### config.mk
export PLATFORM = sky130hd
export DESIGN_NAME = fmv_sequencer
export DESIGN_NICKNAME = d
export VERILOG_FILES = /design/src/verilog/fmv_pkg.sv /design/src/verilog/fmv_param_file.sv /design/src/verilog/fmv_margin_store.sv /design/src/verilog/fmv_sequencer.sv
export VERILOG_INCLUDE_DIRS = /design/src /design/src/verilog
export SDC_FILE = /design/constraint.sdc
export NUM_CORES = 1
export LEC_CHECK = 0
export BUFFER_PORTS_ARGS = -buffer_cell sky130_fd_sc_hd__buf_2
export CAP_MARGIN = 10
export CORE_MARGIN = 2
export CORE_UTILIZATION = 45
export CTS_BUF_LIST = sky130_fd_sc_hd__clkbuf_2
export CTS_CLUSTER_DIAMETER = 80
export DETAILED_ROUTE_END_ITERATION = 8
export GPL_TIMING_DRIVEN = 0
export SLEW_MARGIN = 15
export SYNTH_ARGS = -nofsm -noshare
export SYNTH_HDL_FRONTEND = slang
export SYNTH_SLANG_ARGS = --single-unit
### constraint.sdc
create_clock -name I_SYS_CLK -period 3.65 [get_ports I_SYS_CLK]
set_clock_uncertainty 0.05 [all_clocks]
set_input_delay 0.73 -clock I_SYS_CLK [delete_from_list [all_inputs] [get_ports I_SYS_CLK]]
set_output_delay 0.73 -clock I_SYS_CLK [all_outputs]
set_load 0.005 [all_outputs]
### src/verilog/fmv_params.svh
// fmv_params.svh: offsets, field positions, codes and reset values
`ifndef FMV_PARAMS_SVH
`define FMV_PARAMS_SVH

// =====================================================================
// register offsets (word index on the register port)
`define FMV_OFS_STAT 3'h0
`define FMV_OFS_INDEX 3'h1
`define FMV_OFS_PARAM 3'h2
`define FMV_OFS_MODE 3'h3

// =====================================================================
// status bit positions
`define FMV_BIT_COMMAND_COMPLETE_FLAG 7
`define FMV_BIT_ACCESS_ERROR_FLAG 5
`define FMV_BIT_PROTECTION_VIOLATION_FLAG 4
`define FMV_BIT_VERR 1
`define FMV_BIT_VUNC 0
`define FMV_BIT_SPECIAL 0

// =====================================================================
// reset values
`define FMV_RST_COMMAND_COMPLETE_FLAG 1'b1
`define FMV_RST_INDEX 3'h0
`define FMV_RST_MODE 1'b0
`define FMV_RST_SLOT 16'h0000
`define FMV_RST_LEVEL 3'h0

// =====================================================================
// command codes and parameter slot layout
`define FMV_CMD_USER 8'h0d
`define FMV_CMD_FIELD 8'h0e
`define FMV_CMD_VERIFY 8'h10
`define FMV_IDX_MARGIN 3'h1
`define FMV_IDX_VERIFY 3'h2
`define FMV_LVL_USER_MAX 16'h0002
`define FMV_LVL_FIELD_MAX 16'h0004

// =====================================================================
// flash block map
`define FMV_NUM_BLOCKS 5
`define FMV_DBLK_ID 7'h10
`define FMV_PBLK_BASE 7'h7c
`define FMV_DFLASH_BYTES 17'h08000
`define FMV_ERASED 16'hffff

`endif

### src/verilog/fmv_pkg.sv
// fmv_pkg.sv: types shared by the margin and verify sequencer
package fmv_pkg;

  // =====================================================================
  // sequencer states
  typedef enum logic [1:0] {
    FMV_IDLE = 2'b00,
    FMV_EVAL = 2'b01,
    FMV_VREQ = 2'b10,
    FMV_VWAIT = 2'b11
  } fmv_state_t;

  // =====================================================================
  // decoded command taken from the parameter slots
  typedef struct packed {
    logic [7:0] code;
    logic [6:0] blk;
    logic [15:0] addr;
    logic [15:0] count;
  } fmv_cmd_t;

endpackage : fmv_pkg

### src/verilog/fmv_param_file.sv
// fmv_param_file.sv: indexed command parameter slots
`timescale 1ns/1ps
`include "fmv_params.svh"

module fmv_param_file (
  // clock and reset
  input wire logic i_clk,
  input wire logic i_reset,
  // write and read by index
  input wire logic i_wr,
  input wire logic [2:0] i_idx,
  input wire logic [15:0] i_wdata,
  output logic [15:0] o_rdata,
  // first three slots for the sequencer
  output logic [15:0] o_slot0,
  output logic [15:0] o_slot1,
  output logic [15:0] o_slot2
);

  logic [15:0] slot_reg [8];

  always_ff @(posedge i_clk) begin
    if (i_reset) begin
      for (int i = 0; i < 8; i++) begin
        slot_reg[i] <= `FMV_RST_SLOT;
      end
    end else if (i_wr) begin
      slot_reg[i_idx] <= i_wdata;
    end
  end

  assign o_rdata = slot_reg[i_idx];
  assign o_slot0 = slot_reg[0];
  assign o_slot1 = slot_reg[1];
  assign o_slot2 = slot_reg[2];

endmodule : fmv_param_file

### src/verilog/fmv_margin_store.sv
// fmv_margin_store.sv: read margin level held per flash block
`timescale 1ns/1ps
`include "fmv_params.svh"

module fmv_margin_store #(
  parameter int NBLK = `FMV_NUM_BLOCKS,
  parameter int IW = $clog2(NBLK)
) (
  // clock and reset
  input wire logic i_clk,
  input wire logic i_reset,
  // level update
  input wire logic i_wr,
  input wire logic [IW-1:0] i_wr_idx,
  input wire logic [2:0] i_wr_level,
  // registered level lookup
  input wire logic [IW-1:0] i_rd_idx,
  output logic [2:0] o_rd_level
);

  logic [2:0] level_reg [NBLK];

  always_ff @(posedge i_clk) begin
    if (i_reset) begin
      for (int i = 0; i < NBLK; i++) begin
        level_reg[i] <= `FMV_RST_LEVEL;
      end
    end else if (i_wr) begin
      level_reg[i_wr_idx] <= i_wr_level;
    end
  end

  always_ff @(posedge i_clk) begin
    if (i_reset) begin
      o_rd_level <= `FMV_RST_LEVEL;
    end else begin
      o_rd_level <= level_reg[i_rd_idx];
    end
  end

endmodule : fmv_margin_store

### src/verilog/fmv_sequencer.sv
// fmv_sequencer.sv: margin level and section erase verify sequencer
//
// How it works
// - code 0x0d sets user margin; slot 0 block, slot 1 level
// - user margin is stored for the block, then complete flag sets
// - user margin accepts only levels 0, 1 and 2
// - margin commands need index 001 at launch, else access error
// - commands not allowed in the current mode raise access error
// - margin commands with an unknown block raise access error
// - margin commands with a disallowed level raise access error
// - code 0x0e sets field margin, special mode only
// - field margin is stored for the block, then complete flag sets
// - field margin accepts only levels 0 to 4
// - code 0x10 verifies a D-flash section: block, start, word count
// - verify reads each word, checks erased, then sets complete flag
// - verify needs index 010 at launch, else access error
// - verify start outside the D-flash raises access error
// - verify start with address bit 0 set raises access error
// - verify section running past the D-flash end raises access error
// - any read error during verify sets the verify error flag
// - an uncorrectable read during verify sets the uncorrectable flag
//
// The placing of the registers and the address-and-strobe port were left to the implementer.
`timescale 1ns/1ps
`include "fmv_params.svh"

module fmv_sequencer #(
  parameter int NBLK = `FMV_NUM_BLOCKS,
  parameter logic [16:0] DFLASH_BYTES = `FMV_DFLASH_BYTES
) (
  // clock and reset
  input wire logic I_SYS_CLK,
  input wire logic I_RESET,
  // register port
  input wire logic [2:0] I_ADDR,
  input wire logic [15:0] I_WDATA,
  input wire logic I_WR,
  input wire logic I_RD,
  output logic [15:0] O_RDATA,
  // flash array read port
  output logic O_FLASH_RD,
  output logic [22:0] O_FLASH_ADDR,
  input wire logic I_FLASH_VALID,
  input wire logic [15:0] I_FLASH_RDATA,
  input wire logic I_FLASH_ECC_FIX,
  input wire logic I_FLASH_ECC_BAD,
  // margin for reads of a block
  input wire logic [6:0] I_READ_BLK,
  output logic [2:0] O_FLASH_MARGIN,
  // command state
  output logic O_CMD_DONE
);

  localparam int IW = $clog2(NBLK);

  // =====================================================================
  // block map helpers
  function automatic logic blk_valid(input logic [6:0] b);
    blk_valid = (b == `FMV_DBLK_ID) ||
      (({1'b0, b} >= {1'b0, `FMV_PBLK_BASE}) &&
       ({1'b0, b} < ({1'b0, `FMV_PBLK_BASE} + 8'(NBLK - 1))));
  endfunction : blk_valid

  function automatic logic [IW-1:0] blk_index(input logic [6:0] b);
    logic [6:0] d;
    d = b - `FMV_PBLK_BASE + 7'h01;
    if (b == `FMV_DBLK_ID || !blk_valid(b)) begin
      blk_index = '0;
    end else begin
      blk_index = d[IW-1:0];
    end
  endfunction : blk_index

  // =====================================================================
  // state
  fmv_pkg::fmv_state_t st_reg;
  fmv_pkg::fmv_cmd_t cmd;
  logic command_complete_flag_reg;
  logic access_error_flag_reg;
  logic verr_reg;
  logic vunc_reg;
  logic special_reg;
  logic [2:0] index_reg;
  logic [15:0] rdata_reg;
  logic [15:0] cur_reg;
  logic [15:0] left_reg;
  logic rd_reg;
  logic [22:0] faddr_reg;
  logic [15:0] slot0;
  logic [15:0] slot1;
  logic [15:0] slot2;
  logic [15:0] slot_rdata;
  logic launch;
  logic is_margin;
  logic cmd_err;
  logic margin_wr;
  logic [17:0] sect_end;
  logic last_word;
  logic word_bad;

  assign launch = I_WR && I_ADDR == `FMV_OFS_STAT &&
    I_WDATA[`FMV_BIT_COMMAND_COMPLETE_FLAG] && command_complete_flag_reg && !access_error_flag_reg;

  // =====================================================================
  // parameter slots; writes are ignored while a command runs
  fmv_param_file u_param (
    .i_clk(I_SYS_CLK),
    .i_reset(I_RESET),
    .i_wr(I_WR && I_ADDR == `FMV_OFS_PARAM && command_complete_flag_reg),
    .i_idx(index_reg),
    .i_wdata(I_WDATA),
    .o_rdata(slot_rdata),
    .o_slot0(slot0),
    .o_slot1(slot1),
    .o_slot2(slot2)
  );

  assign cmd = '{code: slot0[15:8], blk: slot0[6:0],
                 addr: slot1, count: slot2};

  // =====================================================================
  // launch checks
  always_comb begin
    is_margin = cmd.code == `FMV_CMD_USER || cmd.code == `FMV_CMD_FIELD;
    sect_end = {2'b00, cmd.addr} + {1'b0, cmd.count, 1'b0};
    cmd_err = 1'b1;
    unique case (cmd.code)
      `FMV_CMD_USER: begin
        cmd_err = index_reg != `FMV_IDX_MARGIN || !blk_valid(cmd.blk) ||
          cmd.addr > `FMV_LVL_USER_MAX;
      end
      `FMV_CMD_FIELD: begin
        cmd_err = !special_reg || index_reg != `FMV_IDX_MARGIN ||
          !blk_valid(cmd.blk) || cmd.addr > `FMV_LVL_FIELD_MAX;
      end
      // address in the D-flash, word aligned
      `FMV_CMD_VERIFY: begin
        cmd_err = index_reg != `FMV_IDX_VERIFY ||
          cmd.blk != `FMV_DBLK_ID ||
          {1'b0, cmd.addr} >= DFLASH_BYTES || cmd.addr[0] ||
          sect_end > {1'b0, DFLASH_BYTES};
      end
      default: begin
        cmd_err = 1'b1;
      end
    endcase
  end

  // margin table untouched on any error
  assign margin_wr = st_reg == fmv_pkg::FMV_EVAL && is_margin && !cmd_err;
  assign last_word = left_reg == 16'h0001;
  assign word_bad = I_FLASH_RDATA != `FMV_ERASED || I_FLASH_ECC_FIX ||
    I_FLASH_ECC_BAD;

  // =====================================================================
  // per-block margin levels; verify reads use the D-flash level
  fmv_margin_store #(
    .NBLK(NBLK),
    .IW(IW)
  ) u_margin (
    .i_clk(I_SYS_CLK),
    .i_reset(I_RESET),
    // apply level to the addressed block
    .i_wr(margin_wr),
    .i_wr_idx(blk_index(cmd.blk)),
    .i_wr_level(cmd.addr[2:0]),
    .i_rd_idx(st_reg == fmv_pkg::FMV_IDLE ? blk_index(I_READ_BLK) :
              blk_index(`FMV_DBLK_ID)),
    .o_rd_level(O_FLASH_MARGIN)
  );

  // =====================================================================
  // sequencer
  always_ff @(posedge I_SYS_CLK) begin
    if (I_RESET) begin
      st_reg <= fmv_pkg::FMV_IDLE;
    end else begin
      unique case (st_reg)
        fmv_pkg::FMV_IDLE: begin
          // clearing the complete flag starts the command
          if (launch) begin
            st_reg <= fmv_pkg::FMV_EVAL;
          end
        end
        fmv_pkg::FMV_EVAL: begin
          if (!cmd_err && cmd.code == `FMV_CMD_VERIFY &&
              cmd.count != 16'h0000) begin
            st_reg <= fmv_pkg::FMV_VREQ;
          end else begin
            st_reg <= fmv_pkg::FMV_IDLE;
          end
        end
        fmv_pkg::FMV_VREQ: begin
          st_reg <= fmv_pkg::FMV_VWAIT;
        end
        fmv_pkg::FMV_VWAIT: begin
          if (I_FLASH_VALID) begin
            st_reg <= last_word ? fmv_pkg::FMV_IDLE : fmv_pkg::FMV_VREQ;
          end
        end
      endcase
    end
  end

  // walk the section one word at a time
  always_ff @(posedge I_SYS_CLK) begin
    if (I_RESET) begin
      cur_reg <= 16'h0000;
      left_reg <= 16'h0000;
      rd_reg <= 1'b0;
      faddr_reg <= 23'h000000;
    end else begin
      rd_reg <= st_reg == fmv_pkg::FMV_VREQ;
      if (st_reg == fmv_pkg::FMV_EVAL) begin
        cur_reg <= cmd.addr;
        left_reg <= cmd.count;
      end else if (st_reg == fmv_pkg::FMV_VWAIT && I_FLASH_VALID) begin
        cur_reg <= cur_reg + 16'h0002;
        left_reg <= left_reg - 16'h0001;
      end
      if (st_reg == fmv_pkg::FMV_VREQ) begin
        faddr_reg <= {`FMV_DBLK_ID, cur_reg};
      end
    end
  end

  assign O_FLASH_RD = rd_reg;
  assign O_FLASH_ADDR = faddr_reg;

  // =====================================================================
  // complete flag
  always_ff @(posedge I_SYS_CLK) begin
    if (I_RESET) begin
      command_complete_flag_reg <= `FMV_RST_COMMAND_COMPLETE_FLAG;
    end else if (launch) begin
      command_complete_flag_reg <= 1'b0;
    end else if (st_reg == fmv_pkg::FMV_EVAL &&
                 (cmd_err || cmd.code != `FMV_CMD_VERIFY ||
                  cmd.count == 16'h0000)) begin
      // errors and margin commands finish here
      command_complete_flag_reg <= 1'b1;
    end else if (st_reg == fmv_pkg::FMV_VWAIT && I_FLASH_VALID &&
                 last_word) begin
      command_complete_flag_reg <= 1'b1;
    end
  end

  assign O_CMD_DONE = command_complete_flag_reg;

  // =====================================================================
  // error flags; a new error wins over a software clear
  always_ff @(posedge I_SYS_CLK) begin
    if (I_RESET) begin
      access_error_flag_reg <= 1'b0;
    end else if (st_reg == fmv_pkg::FMV_EVAL && cmd_err) begin
      // mode, index, block, level and range faults
      access_error_flag_reg <= 1'b1;
    end else if (I_WR && I_ADDR == `FMV_OFS_STAT &&
                 I_WDATA[`FMV_BIT_ACCESS_ERROR_FLAG]) begin
      access_error_flag_reg <= 1'b0;
    end
  end

  // verify results clear at each launch and only read during verify
  always_ff @(posedge I_SYS_CLK) begin
    if (I_RESET) begin
      verr_reg <= 1'b0;
      vunc_reg <= 1'b0;
    end else if (launch) begin
      verr_reg <= 1'b0;
      vunc_reg <= 1'b0;
    end else if (st_reg == fmv_pkg::FMV_VWAIT && I_FLASH_VALID) begin
      // not erased or any ecc event
      if (word_bad) begin
        verr_reg <= 1'b1;
      end
      if (I_FLASH_ECC_BAD) begin
        vunc_reg <= 1'b1;
      end
    end
  end

  // =====================================================================
  // index, mode and read data
  always_ff @(posedge I_SYS_CLK) begin
    if (I_RESET) begin
      index_reg <= `FMV_RST_INDEX;
      special_reg <= `FMV_RST_MODE;
    end else if (I_WR && command_complete_flag_reg) begin
      if (I_ADDR == `FMV_OFS_INDEX) begin
        index_reg <= I_WDATA[2:0];
      end
      if (I_ADDR == `FMV_OFS_MODE) begin
        special_reg <= I_WDATA[`FMV_BIT_SPECIAL];
      end
    end
  end

  always_ff @(posedge I_SYS_CLK) begin
    if (I_RESET || !I_RD) begin
      rdata_reg <= 16'h0000;
    end else begin
      unique case (I_ADDR)
        `FMV_OFS_STAT: begin
          rdata_reg <= 16'h0000;
          rdata_reg[`FMV_BIT_COMMAND_COMPLETE_FLAG] <= command_complete_flag_reg;
          rdata_reg[`FMV_BIT_ACCESS_ERROR_FLAG] <= access_error_flag_reg;
          rdata_reg[`FMV_BIT_VERR] <= verr_reg;
          rdata_reg[`FMV_BIT_VUNC] <= vunc_reg;
        end
        `FMV_OFS_INDEX: rdata_reg <= {13'h0000, index_reg};
        `FMV_OFS_PARAM: rdata_reg <= slot_rdata;
        `FMV_OFS_MODE: rdata_reg <= {15'h0000, special_reg};
        default: rdata_reg <= 16'h0000;
      endcase
    end
  end

  assign O_RDATA = rdata_reg;

  // =====================================================================
  // checks
  user_apply_a: assert property (@(posedge I_SYS_CLK) disable iff (I_RESET)
    margin_wr && cmd.code == `FMV_CMD_USER |->
    cmd.addr <= `FMV_LVL_USER_MAX ##1 command_complete_flag_reg)
    else $error("user margin not applied cleanly");

  user_level_a: assert property (@(posedge I_SYS_CLK) disable iff (I_RESET)
    st_reg == fmv_pkg::FMV_EVAL && cmd.code == `FMV_CMD_USER &&
    cmd.addr > `FMV_LVL_USER_MAX |=> access_error_flag_reg && command_complete_flag_reg)
    else $error("bad user level accepted");

  margin_index_a: assert property (@(posedge I_SYS_CLK) disable iff (I_RESET)
    st_reg == fmv_pkg::FMV_EVAL && is_margin &&
    index_reg != `FMV_IDX_MARGIN |=> access_error_flag_reg)
    else $error("margin index fault missed");

  field_mode_a: assert property (@(posedge I_SYS_CLK) disable iff (I_RESET)
    st_reg == fmv_pkg::FMV_EVAL && cmd.code == `FMV_CMD_FIELD &&
    !special_reg |-> !margin_wr ##1 access_error_flag_reg)
    else $error("field margin ran outside special mode");

  margin_blk_a: assert property (@(posedge I_SYS_CLK) disable iff (I_RESET)
    st_reg == fmv_pkg::FMV_EVAL && is_margin &&
    !blk_valid(cmd.blk) |=> access_error_flag_reg)
    else $error("unknown block accepted");

  field_level_a: assert property (@(posedge I_SYS_CLK) disable iff (I_RESET)
    margin_wr && cmd.code == `FMV_CMD_FIELD |->
    cmd.addr <= `FMV_LVL_FIELD_MAX && special_reg ##1 command_complete_flag_reg)
    else $error("field level out of range applied");

  verify_index_a: assert property (@(posedge I_SYS_CLK) disable iff (I_RESET)
    st_reg == fmv_pkg::FMV_EVAL && cmd.code == `FMV_CMD_VERIFY &&
    index_reg != `FMV_IDX_VERIFY |=> access_error_flag_reg ##1 !O_FLASH_RD)
    else $error("verify index fault missed");

  verify_range_a: assert property (@(posedge I_SYS_CLK) disable iff (I_RESET)
    st_reg == fmv_pkg::FMV_EVAL && cmd.code == `FMV_CMD_VERIFY &&
    (cmd.addr[0] || sect_end > {1'b0, DFLASH_BYTES}) |=> access_error_flag_reg)
    else $error("misaligned or overlong section accepted");

  verify_flag_a: assert property (@(posedge I_SYS_CLK) disable iff (I_RESET)
    st_reg == fmv_pkg::FMV_VWAIT && I_FLASH_VALID &&
    word_bad |=> verr_reg && (vunc_reg == $past(I_FLASH_ECC_BAD) ||
    $past(vunc_reg)))
    else $error("verify error not flagged");

  skip_op_a: assert property (@(posedge I_SYS_CLK) disable iff (I_RESET)
    launch ##1 cmd_err |-> !margin_wr ##1
    command_complete_flag_reg && st_reg == fmv_pkg::FMV_IDLE)
    else $error("faulty command not skipped");

endmodule : fmv_sequencer

==> metrics.md <==
| Metric | Value |
|---|---|
| Status | `complete, but fails checks` |
| Violated checks | `negative setup slack` |
| Power per cell area | `387 nW/um2` |
| Synth Area in XOR/XNOR | `0.0144` |
| Final period util | `1.01` |
| Pin count of the biggest net entering global routing | `19` |
| Clock share of power | `0.352` |
| Hpwl dp | `21.6 mm` |
| Mux cell area share after synthesis | `0.0903` |
| Slew Viols, Final | `0` |
| Hold Buf Count CTS | `0` |
| DRT antenna net count | `0` |
| Share of power burned in combinational logic | `0.071` |
| Worst reg-to-reg path cell count | `11` |
| Max FFs per register | `128` |
| Boundary Pins | `93` |
| R2r setup slk | `-0.03 ns` |
| Asr flop ratio synth | `0` |
| Worst setup SP type | `flip-flop` |
| CP max FO | `3` |
| Grt met3 use | `0.0386` |
| Post-Syn Area per Cell | `11.2 um2` |
| Switching power | `1.37 mW` |
| PnR Total Power | `5.07 mW` |
| Grt ovf | `0` |
| Fmax | `272 MHz` |
| Critical R2R Capture | `st_reg[1]` |
| CTS buffer count | `60` |
| TritonRoute pass-1 iters | `6` |
| Via count | `8695` |
| Worst Hold Depth | `3` |
| Clock Pin Slew Worst Setup and Hold Paths | `0.10 ns` |
| Row cnt | `58` |
| First-pass GRT wire length | `48.1 mm` |
| Clk sink count | `234` |
| CTS root buffer | `clkbuf_2` |
| Sw Share | `0.270` |
| Post-Synthesis Cells | `1033` |
| Global placer's final weighted congestion | `0.889` |
| DR vias/cell | `5.51` |
| Die Height | `164 um` |
| Post-Route Setup TNS | `-0.0322 ns` |
| 1st-iter DRT viols | `710` |
| Synth top area share | `0.395` |
| Main combinational cell family by area after synthesis | `simple AND/OR/NAND/NOR gates` |
| Number of fillers in the final layout | `2325` |
| WS Path Type | `reg2reg` |
| IO buf count | `84` |
| Worst slack at placement | `-0.302 ns` |
| Die Wd | `164 um` |
| Top-count cell post-synth | `edfxtp_1` |
| Register bit count reported by yosys | `234` |
| CP Capture Type | `flip-flop` |
| HP Class | `in2reg` |
| Finished Core Util | `0.519` |
| Post-synthesis compound-gate area fraction | `0.0984` |
| WHS Endpoint | `O_RDATA[15]` |
| DRC Markers | `0` |
| Sequential Power Share | `0.577` |
| Synth Cell Area | `11600 um2` |
| P_leak | `4.96 nW` |
| Worst Path Arrival | `4.39 ns` |
| Post-route worst setup slack | `-0.0263 ns` |
| GR Layer Usage met2 | `0.396` |
| Dpl cell area | `12400 um2` |
| Yosys warns | `0` |
| Core Region | `25200 um2` |
| Layout cell share with drive strength beyond 1 | `0.210` |
| Area growth, synth to finish | `13.2%` |
| Starting Density | `0.459` |
| Multi-input gate area | `5080 um2` |
| GRT Total Usage | `0.234` |
| Max clock buf depth | `3` |
| Antenna violations before repair | `1` |
| Sequential area share after synthesis | `0.537` |
| Setup-failing EPs final | `2` |
| Nets | `1265` |
| Worst skew pair latency | `0.93 ns` |
| Largest cells by area after synthesis | `edfxtp_1, dfxtp_1, and2_1, mux4_2, nor2_1` |
| Min cycle time layout | `3.68 ns` |
| Final WL | `30.7 mm` |
| DR WL/cell | `19.4 um` |
| Area leader, netlist | `edfxtp_1` |
| Post-synth EDFFs | `152` |
| FF/Latch Area | `6210 um2` |
| Required @ worst endpoint | `4.37 ns` |
| Slew HR | `0.421` |
| Netlist cell types | `68` |
| Vias in the first global route | `8713` |
| Met1 global-route usage | `0.311` |
| Internal cell power | `3.70 mW` |
| Worst Tran Pin Value | `0.857 ns` |
| Gr busiest metal | `met2` |
| RSZ-0062 raised after global routing | `yes` |
| Worst vdd ir | `0.231 mV` |
| Hold_sp | `I_RD` |
| Adder-Cell Fraction of Synth Area | `0.0256` |
| Synth Flop Type | `edfxtp_1` |
| Critical R2R Launch | `u_param.slot_reg[1][1]` |
| H-tree depth | `2` |
| Simple-gate area share of the yosys netlist | `0.206` |
| Synth top cells by count | `edfxtp_1, and2_1, nor2_1` |
| Fin. Hold Viols | `0` |
| CTS tree | `yes` |
| Post-route design area | `13100 um2` |
| Max-cap violations | `0` |
| Die ar. | `27000 um2` |
==> cells by family (layout without fill, tap and decap cells) <==
kind of cell | Yosys count | after routing
XOR/XNOR | 19 | 19
flip-flops | 234 | 234
multiplexers | 60 | 60
other | 1 | 10
AO/OA/AOI/OAI | 170 | 170
adder cells (fa/ha/maj) | 23 | 23
AND/OR/NAND/NOR | 448 | 448
buffers and inverters | 78 | 284
==> per-stage QoR <==
step,hold slack (ns),std cells
after floorplan,0.382,1038
after global placement,0.391,1452
after detailed placement,0.397,1452
after CTS,0.0353,1570
after global routing,0.0592,1578
final,0.0757,1578
==> power groups by stage <==
stage / logic, mW / clock network (mW) / registers, mW
floorplan: 0.227 / 0 / 2.96
detailed placement: 0.348 / 0 / 2.99
CTS: 0.359 / 1.83 / 2.92
finish: 0.361 / 1.78 / 2.92
global placement: 0.349 / 0 / 2.98
global route: 0.399 / 1.98 / 2.93
==> cell usage in the layout (no fill, tap or decap), drive strengths merged, types with 4 or more instances in the layout <==
cell type,instances
a211oi,11
a21o,10
a21oi,53
a222oi,13
a22oi,6
a311oi,4
a31oi,8
and2,140
and3,8
buf,109
clkbuf,135
clkinv,19
conb,6
dfxtp,82
diode,4
edfxtp,152
ha,22
inv,20
mux2i,24
mux4,35
nand2,74
nand2b,7
nand3,13
nand4,16
nor2,98
nor2b,6
nor3,28
nor3b,4
nor4,13
o21ai,29
o22ai,4
or2,13
or3,9
xnor2,9
xor2,10
==> routing by layer <==
layer  up-vias  part of all wire
li1       4177                 -
met1      4208              0.44
met2       266              0.49
met3        44             0.057
met4         0             0.018
met5         -                 0
==> area by class of cell <==
type | instances | area share
diodes | 4 | 0.000765
multi-input cells | 726 | 0.388
repair buffers | 93 | 0.0373
inverters | 19 | 0.00545
plain buffers | 59 | 0.0195
clock buffers | 92 | 0.0352
well taps | 330 | 0.0316
flip-flops and latches | 234 | 0.475
clock inverters | 21 | 0.00737
==> critical path: stages, from the launching register on <==
cell and delay [ns]:
edfxtp_1 0.50, ha_2 0.26, fa_2 0.36, a21o_1 0.18, a311o_1 0.39, a221o_1 0.38
mux2_4 0.33, a311oi_4 0.33, nand4_1 0.20, a311oi_2 0.30, buf_4 0.17, o2bb2ai_2 0.12
==> repair_timing <==
| action | 4_1_cts | 5_1_grt |
|---|---|---|
| pin swaps | 6 | 8 |
| endpoints found under the setup margin | 3 | 3 |
| resized for setup | 5 | 3 |
| buffers inserted | 5 | 4 |
==> how the worst max path moves through the flow <==
stage | from | to | cells past startpoint
2_1_floorplan | u_param.slot_reg[1][1] | O_CMD_DONE | 10
4_1_cts | u_param.slot_reg[1][5] | st_reg[1] | 11
6_report | u_param.slot_reg[1][1] | st_reg[1] | 11
3_3_place_gp | u_param.slot_reg[1][1] | st_reg[1] | 10
3_5_place_dp | u_param.slot_reg[1][1] | st_reg[1] | 10
5_1_grt | u_param.slot_reg[1][1] | st_reg[1] | 11
Note: power is estimated with default switching activity, not from simulation.
